<file path="config.mk">
export PLATFORM = sky130hd
export DESIGN_NAME = sync_pulse_downlink_trigger
export DESIGN_NICKNAME = d
export VERILOG_FILES = /design/src/pkg/sync_trig_pkg.sv /design/src/logic/pulse_channel.sv /design/src/logic/sync_pulse_downlink_trigger.sv
export SDC_FILE = /design/constraint.sdc
export NUM_CORES = 1
export LEC_CHECK = 0
export ABC_AREA = 1
export BUFFER_PORTS_ARGS = -buffer_cell sky130_fd_sc_hd__buf_2
export CAP_MARGIN = 20
export CORE_ASPECT_RATIO = 0.75
export CORE_UTILIZATION = 40
export DETAILED_ROUTE_END_ITERATION = 6
export PLACE_DENSITY = 0.57
export SLEW_MARGIN = 20
export SYNTH_ARGS = -nofsm -noshare
export SYNTH_HDL_FRONTEND = slang
export SYNTH_SLANG_ARGS = --single-unit
</file>
<file path="constraint.sdc">
create_clock -name clk -period 3.7 [get_ports clk]
set_clock_uncertainty 0.1 [all_clocks]
set_input_delay 0.74 -clock clk [delete_from_list [all_inputs] [get_ports clk]]
set_output_delay 0.74 -clock clk [all_outputs]
set_load 0.01 [all_outputs]
</file>
<file path="src/pkg/sync_trig_pkg.sv">
// Constants and types for the two-channel downlink sync trigger block
package sync_trig_pkg;

	localparam int BUF_BITS = 64;
	localparam int CNT_W    = 7;
	localparam int TMR_W    = 16;
	localparam int CTRL_W   = 16;

	// Buffer reset words on the device control register
	localparam logic [CTRL_W-1:0] RESET_CH1 = 16'h00ff;
	localparam logic [CTRL_W-1:0] RESET_CH2 = 16'hff00;

	// Pulse lengths in clock cycles of 4 ns
	localparam int CLK_NS       = 4;
	localparam int SHORT_NS     = 1000;
	localparam int LONG_NS      = 2000;
	localparam int SHORT_CYCLES = SHORT_NS / CLK_NS;
	localparam int LONG_CYCLES  = LONG_NS / CLK_NS;
	localparam int PLEN_W       = 10;
	localparam logic [PLEN_W-1:0] SHORT_LEN = PLEN_W'(SHORT_CYCLES);
	localparam logic [PLEN_W-1:0] LONG_LEN  = PLEN_W'(LONG_CYCLES);

	// Trigger sources
	typedef enum logic [2:0] {
		SRC_CMD_NOBUF = 3'h0,
		SRC_CMD_BUF   = 3'h1,
		SRC_PIN_NOBUF = 3'h2,
		SRC_PIN_BUF   = 3'h3,
		SRC_TIMER     = 3'h4
	} src_e;

	localparam src_e SRC_RESET = SRC_PIN_NOBUF;

	typedef enum logic [1:0] {
		PST_IDLE  = 2'b00,
		PST_PULSE = 2'b01
	} pst_e;

endpackage

</file>
<file path="src/logic/pulse_channel.sv">
// One channel: shift buffer, trigger filter and pulse timer
`timescale 1ns/1ps
`default_nettype none
module pulse_channel (
	// Clock and reset
	input  wire logic                                    clk,
	input  wire logic                                    rst,
	// Configuration
	input  wire sync_trig_pkg::src_e                     source,
	input  wire logic                                    widthMode,
	input  wire logic                                    newRevision,
	input  wire logic                                    extLong,
	input  wire logic [sync_trig_pkg::TMR_W-1:0]         filterTime,
	// Buffer load and control
	input  wire logic                                    bufWrite,
	input  wire logic [sync_trig_pkg::BUF_BITS-1:0]      bufData,
	input  wire logic                                    readyConfirm,
	input  wire logic [sync_trig_pkg::CNT_W-1:0]         confirmLen,
	input  wire logic                                    bufReset,
	input  wire logic                                    faultClear,
	// Trigger events
	input  wire logic                                    cmdTrig,
	input  wire logic                                    pinRise,
	input  wire logic                                    timerTick,
	// Status
	output logic                                         busy,
	output logic                                         fault,
	output logic                                         pulseActive
);
	typedef struct packed {
		logic [sync_trig_pkg::BUF_BITS-1:0] shifter;
		logic [sync_trig_pkg::CNT_W-1:0]    left;
		logic                               busy;
		logic                               fault;
		logic [sync_trig_pkg::TMR_W-1:0]    guard;
		sync_trig_pkg::pst_e                pst;
		logic [sync_trig_pkg::PLEN_W-1:0]   plen;
	} ch_s;

	ch_s cur;
	ch_s next_cur;
	logic useBuf;
	logic trig;
	logic bitOut;

	always_comb begin
		next_cur = cur;
		useBuf = (source == sync_trig_pkg::SRC_CMD_BUF) ||
			(source == sync_trig_pkg::SRC_PIN_BUF) ||
			(source == sync_trig_pkg::SRC_TIMER);
		// Source select; timer ticks only count in timer mode
		case (source)
			sync_trig_pkg::SRC_CMD_NOBUF,
			sync_trig_pkg::SRC_CMD_BUF:   trig = cmdTrig;
			sync_trig_pkg::SRC_PIN_NOBUF,
			sync_trig_pkg::SRC_PIN_BUF:   trig = pinRise;
			sync_trig_pkg::SRC_TIMER:     trig = timerTick;
			default:                      trig = 1'b0;
		endcase
		bitOut = cur.shifter[sync_trig_pkg::BUF_BITS-1];
		if (cur.guard != '0)
			next_cur.guard = cur.guard - 1'b1;
		if (cur.pst == sync_trig_pkg::PST_PULSE) begin
			if (cur.plen <= 10'h001)
				next_cur.pst = sync_trig_pkg::PST_IDLE;
			else
				next_cur.plen = cur.plen - 1'b1;
		end
		// Filter window covers command and pin triggers
		if (trig && cur.guard == '0 &&
				source != sync_trig_pkg::SRC_TIMER) begin
			next_cur.guard = filterTime;
		end
		if (trig && (cur.guard == '0 ||
				source == sync_trig_pkg::SRC_TIMER)) begin
			if (!useBuf) begin
				// External side picks the length, long only on command
				next_cur.pst  = sync_trig_pkg::PST_PULSE;
				next_cur.plen = (extLong &&
					source == sync_trig_pkg::SRC_CMD_NOBUF) ?
					sync_trig_pkg::LONG_LEN : sync_trig_pkg::SHORT_LEN;
			end else if (!cur.busy) begin
				next_cur.pst  = sync_trig_pkg::PST_PULSE;
				next_cur.plen = sync_trig_pkg::SHORT_LEN;
			end else begin
				next_cur.shifter = {cur.shifter[sync_trig_pkg::BUF_BITS-2:0],
					1'b0};
				next_cur.left = cur.left - 1'b1;
				if (cur.left == 7'h01)
					next_cur.busy = 1'b0;
				if (widthMode && newRevision) begin
					next_cur.pst  = sync_trig_pkg::PST_PULSE;
					next_cur.plen = bitOut ? sync_trig_pkg::LONG_LEN :
						sync_trig_pkg::SHORT_LEN;
				end else if (bitOut) begin
					next_cur.pst  = sync_trig_pkg::PST_PULSE;
					next_cur.plen = sync_trig_pkg::SHORT_LEN;
				end
			end
		end
		// Clear first, so a fault event in the same cycle wins
		if (faultClear)
			next_cur.fault = 1'b0;
		// Trigger inside filter window while busy is refused
		if (trig && useBuf && cur.busy && cur.guard != '0 &&
				source != sync_trig_pkg::SRC_TIMER)
			next_cur.fault = 1'b1;
		if (bufWrite) begin
			if (cur.busy)
				next_cur.fault = 1'b1;
			else
				next_cur.shifter = bufData;
		end
		if (readyConfirm && !cur.busy && confirmLen != '0) begin
			next_cur.busy = 1'b1;
			next_cur.left = confirmLen;
		end
		if (bufReset) begin
			next_cur.shifter = '0;
			next_cur.busy = 1'b0;
			next_cur.left = '0;
		end
	end

	always_ff @(posedge clk) begin
		if (rst) begin
			cur <= '{default: '0, pst: sync_trig_pkg::PST_IDLE};
		end else begin
			cur <= next_cur;
		end
	end

	assign busy        = cur.busy;
	assign fault       = cur.fault;
	assign pulseActive = (cur.pst == sync_trig_pkg::PST_PULSE);

	chk_write_while_busy: assert property (@(posedge clk)
		disable iff (rst) bufWrite && busy && !bufReset |=> fault)
		else $error("write while busy did not set fault");
	chk_busy_on_confirm: assert property (@(posedge clk)
		disable iff (rst) readyConfirm && !busy && confirmLen != '0 &&
		!bufReset |=> busy)
		else $error("busy did not rise on confirm");
	chk_reset_ready: assert property (@(posedge clk)
		disable iff (rst) bufReset |=> !busy)
		else $error("buffer reset left channel busy");
endmodule
`default_nettype wire

</file>
<file path="src/logic/sync_pulse_downlink_trigger.sv">
// Top of the two-channel downlink sync pulse trigger block
`timescale 1ns/1ps
`default_nettype none
module sync_pulse_downlink_trigger (
	// Clock and reset
	input  wire logic                                    clk,
	input  wire logic                                    rst,
	// Configuration
	input  wire logic                                    configWrite,
	input  wire logic [2:0]                              configSource1,
	input  wire logic [2:0]                              configSource2,
	input  wire logic [1:0]                              gapOrWidthSelect,
	input  wire logic                                    newRevision,
	input  wire logic [1:0]                              channelLongPulse,
	input  wire logic [sync_trig_pkg::TMR_W-1:0]         pulseIntervalTimerReg,
	input  wire logic [sync_trig_pkg::TMR_W-1:0]         interChannelPulseDelay,
	// Device control register write
	input  wire logic                                    deviceControlWrite,
	input  wire logic [sync_trig_pkg::CTRL_W-1:0]        deviceControlReg,
	// Buffer load, one channel per bit of the selects
	input  wire logic [1:0]                              bufferWrite,
	input  wire logic [sync_trig_pkg::BUF_BITS-1:0]      bufferData,
	input  wire logic [1:0]                              upstreamReadyConfirm,
	input  wire logic [sync_trig_pkg::CNT_W-1:0]         confirmLength,
	input  wire logic [1:0]                              faultClear,
	// Triggers
	input  wire logic [1:0]                              commandTrigger,
	input  wire logic                                    triggerPinOne,
	input  wire logic                                    triggerPinTwo,
	// Status and pulse outputs
	output logic [1:0]                                   upstreamBusyFlag,
	output logic [1:0]                                   upstreamWriteFault,
	output logic [1:0]                                   syncPulse,
	output logic [1:0]                                   receiverFreeze,
	output logic [2:0]                                   activeSource1,
	output logic [2:0]                                   activeSource2
);
	// ------------------------------------------------------------
	// State
	// ------------------------------------------------------------
	typedef struct packed {
		sync_trig_pkg::src_e             src1;
		sync_trig_pkg::src_e             src2;
		logic [1:0]                      pinLast;
		logic [sync_trig_pkg::TMR_W-1:0] interval;
		logic [sync_trig_pkg::TMR_W-1:0] delay;
		logic                            delayRun;
		logic [1:0]                      tick;
		logic [1:0]                      busy;
		logic [1:0]                      fault;
		logic [1:0]                      pulse;
	} top_s;

	top_s cur;
	top_s next_cur;
	logic [1:0] chBusy;
	logic [1:0] chFault;
	logic [1:0] chPulse;
	logic [1:0] pinRise;
	logic [1:0] bufReset;

	function automatic sync_trig_pkg::src_e to_src(input logic [2:0] v);
		// Unknown codes fall back to the startup source
		if (v > 3'h4)
			return sync_trig_pkg::SRC_RESET;
		return sync_trig_pkg::src_e'(v);
	endfunction

	// ------------------------------------------------------------
	// Interval timer and edge detect
	// ------------------------------------------------------------
	always_comb begin
		next_cur = cur;
		// Pins are taken as synchronous; rising edges only
		pinRise = {triggerPinTwo & ~cur.pinLast[1],
			triggerPinOne & ~cur.pinLast[0]};
		next_cur.pinLast = {triggerPinTwo, triggerPinOne};
		bufReset[0] = deviceControlWrite &&
			deviceControlReg == sync_trig_pkg::RESET_CH1;
		bufReset[1] = deviceControlWrite &&
			deviceControlReg == sync_trig_pkg::RESET_CH2;
		if (configWrite) begin
			next_cur.src1 = to_src(configSource1);
			next_cur.src2 = to_src(configSource2);
		end
		next_cur.tick = 2'b00;
		// Channel one tick every interval; channel two delayed
		if (cur.interval == '0) begin
			// Reload one short so ticks are exactly the interval apart
			next_cur.interval = (pulseIntervalTimerReg != '0) ?
				pulseIntervalTimerReg - 16'h0001 : '0;
			next_cur.tick[0]  = (pulseIntervalTimerReg != '0);
			next_cur.delay    = interChannelPulseDelay;
			next_cur.delayRun = (pulseIntervalTimerReg != '0);
		end else begin
			next_cur.interval = cur.interval - 1'b1;
		end
		if (cur.delayRun) begin
			if (cur.delay == '0) begin
				next_cur.tick[1]  = 1'b1;
				next_cur.delayRun = 1'b0;
			end else begin
				next_cur.delay = cur.delay - 1'b1;
			end
		end
		next_cur.busy  = chBusy;
		next_cur.fault = chFault;
		next_cur.pulse = chPulse;
	end

	always_ff @(posedge clk) begin
		if (rst) begin
			cur <= '{default: '0,
				src1: sync_trig_pkg::SRC_RESET,
				src2: sync_trig_pkg::SRC_RESET};
		end else begin
			cur <= next_cur;
		end
	end

	// ------------------------------------------------------------
	// Channels
	// ------------------------------------------------------------
	pulse_channel ch1 (
		.clk         (clk),
		.rst         (rst),
		.source      (cur.src1),
		.widthMode   (gapOrWidthSelect[0]),
		.newRevision (newRevision),
		.extLong     (channelLongPulse[0]),
		.filterTime  (pulseIntervalTimerReg),
		.bufWrite    (bufferWrite[0]),
		.bufData     (bufferData),
		.readyConfirm(upstreamReadyConfirm[0]),
		.confirmLen  (confirmLength),
		.bufReset    (bufReset[0]),
		.faultClear  (faultClear[0]),
		.cmdTrig     (commandTrigger[0]),
		.pinRise     (pinRise[0]),
		.timerTick   (cur.tick[0]),
		.busy        (chBusy[0]),
		.fault       (chFault[0]),
		.pulseActive (chPulse[0])
	);

	pulse_channel ch2 (
		.clk         (clk),
		.rst         (rst),
		.source      (cur.src2),
		.widthMode   (gapOrWidthSelect[1]),
		.newRevision (newRevision),
		.extLong     (channelLongPulse[1]),
		.filterTime  (pulseIntervalTimerReg),
		.bufWrite    (bufferWrite[1]),
		.bufData     (bufferData),
		.readyConfirm(upstreamReadyConfirm[1]),
		.confirmLen  (confirmLength),
		.bufReset    (bufReset[1]),
		.faultClear  (faultClear[1]),
		.cmdTrig     (commandTrigger[1]),
		.pinRise     (pinRise[1]),
		.timerTick   (cur.tick[1]),
		.busy        (chBusy[1]),
		.fault       (chFault[1]),
		.pulseActive (chPulse[1])
	);

	// Flag and pulse outputs registered one cycle after the channel state
	assign upstreamBusyFlag   = cur.busy;
	assign upstreamWriteFault = cur.fault;
	assign syncPulse          = cur.pulse;
	assign receiverFreeze     = cur.pulse;
	assign activeSource1      = cur.src1;
	assign activeSource2      = cur.src2;

	// ------------------------------------------------------------
	// Checks
	// ------------------------------------------------------------
	chk_freeze_follows: assert property (@(posedge clk)
		disable iff (rst) receiverFreeze == $past(chPulse))
		else $error("receiver not frozen during pulse");
	chk_default_source: assert property (@(posedge clk)
		$past(rst) |-> activeSource1 == 3'h2)
		else $error("startup source is not pin without buffer");
	chk_default_source2: assert property (@(posedge clk)
		$past(rst) |-> activeSource2 == 3'h2)
		else $error("startup source two is not pin without buffer");
	chk_busy_mirror: assert property (@(posedge clk)
		disable iff (rst) upstreamBusyFlag == $past(chBusy))
		else $error("busy flag does not follow channel");
	chk_fault_mirror: assert property (@(posedge clk)
		disable iff (rst) upstreamWriteFault == $past(chFault))
		else $error("fault flag does not follow channel");
	chk_reset_word: assert property (@(posedge clk)
		disable iff (rst)
		deviceControlWrite && deviceControlReg == sync_trig_pkg::RESET_CH1
		|=> ##1 !upstreamBusyFlag[0])
		else $error("channel one not ready after reset word");
	chk_reset_word2: assert property (@(posedge clk)
		disable iff (rst)
		deviceControlWrite && deviceControlReg == sync_trig_pkg::RESET_CH2
		|=> ##1 !upstreamBusyFlag[1])
		else $error("channel two not ready after reset word");
	chk_src_fallback: assert property (@(posedge clk)
		disable iff (rst)
		configWrite && configSource1 > 3'h4 |=> activeSource1 == 3'h2)
		else $error("unknown source code not mapped to pin mode");
	chk_tick_delay: assert property (@(posedge clk)
		disable iff (rst)
		cur.tick[0] && interChannelPulseDelay == '0 |=> cur.tick[1])
		else $error("channel two tick not delayed as set");
	chk_tick_spacing: assert property (@(posedge clk)
		disable iff (rst)
		cur.tick[0] && $past(pulseIntervalTimerReg) > 16'h0001
		|=> !cur.tick[0])
		else $error("timer ticks closer than the interval");
endmodule
`default_nettype wire

</file>
==> results.md <==
- Outcome: finished clean
- Final ANT Viol Nets: 0
- Hold buffers post-CTS: 0
- Clock Tree Buf Depth: 3
- Post-synthesis instance total: 2318
- Post_cts resized: 0
- Syn-to-layout area delta: 13.55%
- Top FF cell, synth: dfxtp_1
- Final core occ: 0.4617
- Port Buffers: 157
- Avg WL per Cell: 13.90 um
- Required @ worst endpoint: 4.04 ns
- Num ports: 158
- Largest net degree at the start of global routing: 78
- Clk sinks: 251
- Fin. max-slew vios: 0
- Mapped cell area: 14590 um2
- Crit path buffers/inverters: 3
- Register Area: 5026 um2
- First-pass GRT wire length: 66340 um
- Leakage: 8.399 nW
- Crit-path slowest cell: buf_4
- Sequential element share of the synthesized area: 0.3444
- DRC viols: 0
- Sw power: 4.239 mW
- Slew @ Worst Pin: 0.8337 ns
- Clock power frac: 0.272
- TritonCTS clock tree: done
- CTS Root Cell: clkbuf_16
- Crit-path max cell delay: 0.47 ns
- RSZ-0062 raised after global routing: no
- Worst-path cell chain: inv_1 > ha_1 > nand2_1 > nor2_2 > nand4_1 > nand2_2 > nand2_4 > nor2_8 > buf_4 > nand3_1 > nand3_1 > inv_1
- WP data arrival: 3.12 ns
- Syn_nets: 2476
- Slew headroom: 0.4442
- Placer Congestion: 0.8832
- Most frequent cells in the layout: nand2_1, nor2_1, inv_1
- Crit path max fanout: 49
- Synth async-reset ratio: 0
- Pwr per Cell Area: 647.7 nW/um2
- Hold Vio Cnt, Final: 0
- Synthesized flop and latch total: 251
- CP Class: reg -> reg
- Fillers: 3851
- Commonest non-fill, non-tap cell in the layout: nand2_1
- Nets: 2564
- Finish-stage setup viols: 0
- Starting Density: 0.4066
- Hold Crit Class: in -> reg
- Final min period: 2.778 ns
- CP Capture Type: register
- Setup TNS: 0 ns
- Logic pwr share: 0.391
- Seq pwr share: 0.337
- Rows: 60
- Max Fclk: 360.0 MHz
- Worst VDD drop: 341.1 uV
- Vias in the first global route: 13140
- Core area: 35880 um2
- Tcrit/Tclk final: 0.7507
- Avg Synthesized Cell Area: 6.294 um2
- Number of post-CTS setup repair buffers: 0
- H-tree levels: 1
- Max_cap viols: 0
- Antenna violations before repair: 3
- Crit-path leading delay family: simple AND/OR/NAND/NOR gates
- Later-pin clock latency in the skew report: 0.56 ns
- Clock transition at the registers of the reported paths: 0.07 ns
- Drt pass-1 iters: 6
- Drt first-iter violations: 989
- Hpwl dp: 28340 um
- EDFF count, synth: 0
- Grt total ovfl: 0
- DIE HEIGHT: 167.4 um
- Num CTS Buffers: 28
- Synth warn: 0
- Layout cells sized above 1: 0.1228
- Vias per inst: 4.937
- Overall routed net length: 40230 um
- Via count: 14290
- Multi-input logic area: 7754 um2
- Die area: 37250 um2
- Net Sw Frac: 0.3951
- Width of the die: 222.5 um
- Critical Path Source Type: register
- GRT Total Usage: 0.2151
- Internal Pwr Total: 6.491 mW
- Synth cell types: 44
-- flip-flops by register name, indices dropped and copies added (netlist names) --
signal              cells
activeSource1           3
activeSource2           3
ch1.bitOut              1
ch1.busy                1
ch1.cur                98
ch1.fault               1
ch2.bitOut              1
ch2.busy                1
ch2.cur                98
ch2.fault               1
cur                    37
receiverFreeze          2
upstreamBusyFlag        2
upstreamWriteFault      2
-- layout make-up --
class / count / area share
Clock inverter: 8 / 0.005438
Tap cell: 465 / 0.03512
Antenna cell: 3 / 0.0004531
Inverter: 333 / 0.07560
Clock buffer: 42 / 0.05279
Timing Repair Buffer: 173 / 0.05921
Multi-Input combinational cell: 1619 / 0.4680
Sequential cell: 251 / 0.3034
-- stage by stage --
step	cell area, um2	setup slack (ns)	std cells	power [mW]	hold WS (ns)
after floorplan	14590	1.565	2318	6.853	0.3107
after global placement	15600	0.5352	2841	7.751	0.3161
after detailed placement	15600	0.4921	2841	7.818	0.3189
after CTS	16560	0.9592	2891	10.80	0.2275
after global routing	16570	0.6774	2894	11.60	0.2272
final	16570	0.9224	2894	10.73	0.2478
-- logic make-up (layout without fill, tap and decap cells) --
logic type                 after synthesis  in the layout  share of synthesized area
and+or+nand+nor                       1317           1317                     0.3922
buffers and inverters                  448            556                     0.1253
DFF                                    251            251                     0.3444
AOI/OAI and AO/OA                      217            217                    0.08353
xor gates and xnor gates                71             71                    0.04262
adders and majority gates               14             14                    0.01201
other                                    0              3                          0
-- power groups by stage --
stage / combinational [mW] / clock, mW / sequential (mW)
after global routing: 4.81 / 3.11 / 3.69
after detailed placement: 4.16 / 0 / 3.66
after floorplan: 3.30 / 0 / 3.56
final: 4.19 / 2.92 / 3.62
after global placement: 4.10 / 0 / 3.65
after CTS: 4.19 / 3.00 / 3.61
-- final timing paths --
kind,from,endpoint,slack (ns),depth (start not counted)
setup / recovery,ch2.cur[12],ch2.cur[95],0.92,12
hold / removal,faultClear[1],ch2.fault,0.25,2
setup reg to reg,ch2.cur[12],ch2.cur[95],0.92,12
hold reg to reg,ch1.fault,upstreamWriteFault[0],0.33,2
-- cells in the mapped netlist, types with 2 or more instances --
library cell  count  area share
inv_1           318       0.082
o22ai_1           5      0.0021
a211oi_1          4      0.0021
clkbuf_1         55       0.014
a22oi_1           4      0.0021
inv_2            10      0.0026
buf_1            10      0.0026
dfxtp_1         251        0.34
xor2_1           52       0.031
nand3_1         256       0.088
nand3b_1          4      0.0021
o21ai_1           4      0.0014
nand4_1          21      0.0090
o21ai_0          87       0.030
nand4_2           2      0.0017
nor2_2           10      0.0043
buf_6             7      0.0054
nor3_1           51       0.017
a21oi_1          64       0.022
a31o_2            2      0.0012
nand2_2           6      0.0026
nor4_1            7      0.0030
o211ai_1         24       0.012
buf_2            27      0.0093
or2_2             7      0.0030
nand3_2          31       0.021
nand2_1         511        0.13
clkinv_1          5      0.0013
buf_4            16      0.0082
nor2_1          405        0.10
a31oi_1          18      0.0077
ha_1             14       0.012
xnor2_1          19       0.011
-- metal layers --
metal	up-vias	track usage	wire, um
met5	-	0	0
li1	7431	-	-
met1	6515	0.3185	20770
met4	0	0.04648	573
met3	43	0.03036	1898
met2	300	0.3285	16990
-- worst reg2reg max path, cell delays in order, from the launching register on --
cell and delay (ns):
dfxtp_1 0.32, inv_1 0.09, ha_1 0.19, nand2_1 0.13, nor2_2 0.21, nand4_1 0.24
nand2_2 0.15, nand2_4 0.24, nor2_8 0.18, buf_4 0.47, nand3_1 0.18, nand3_1 0.12
inv_1 0.04
No activity file was read; power rests on OpenSTA's default activity.
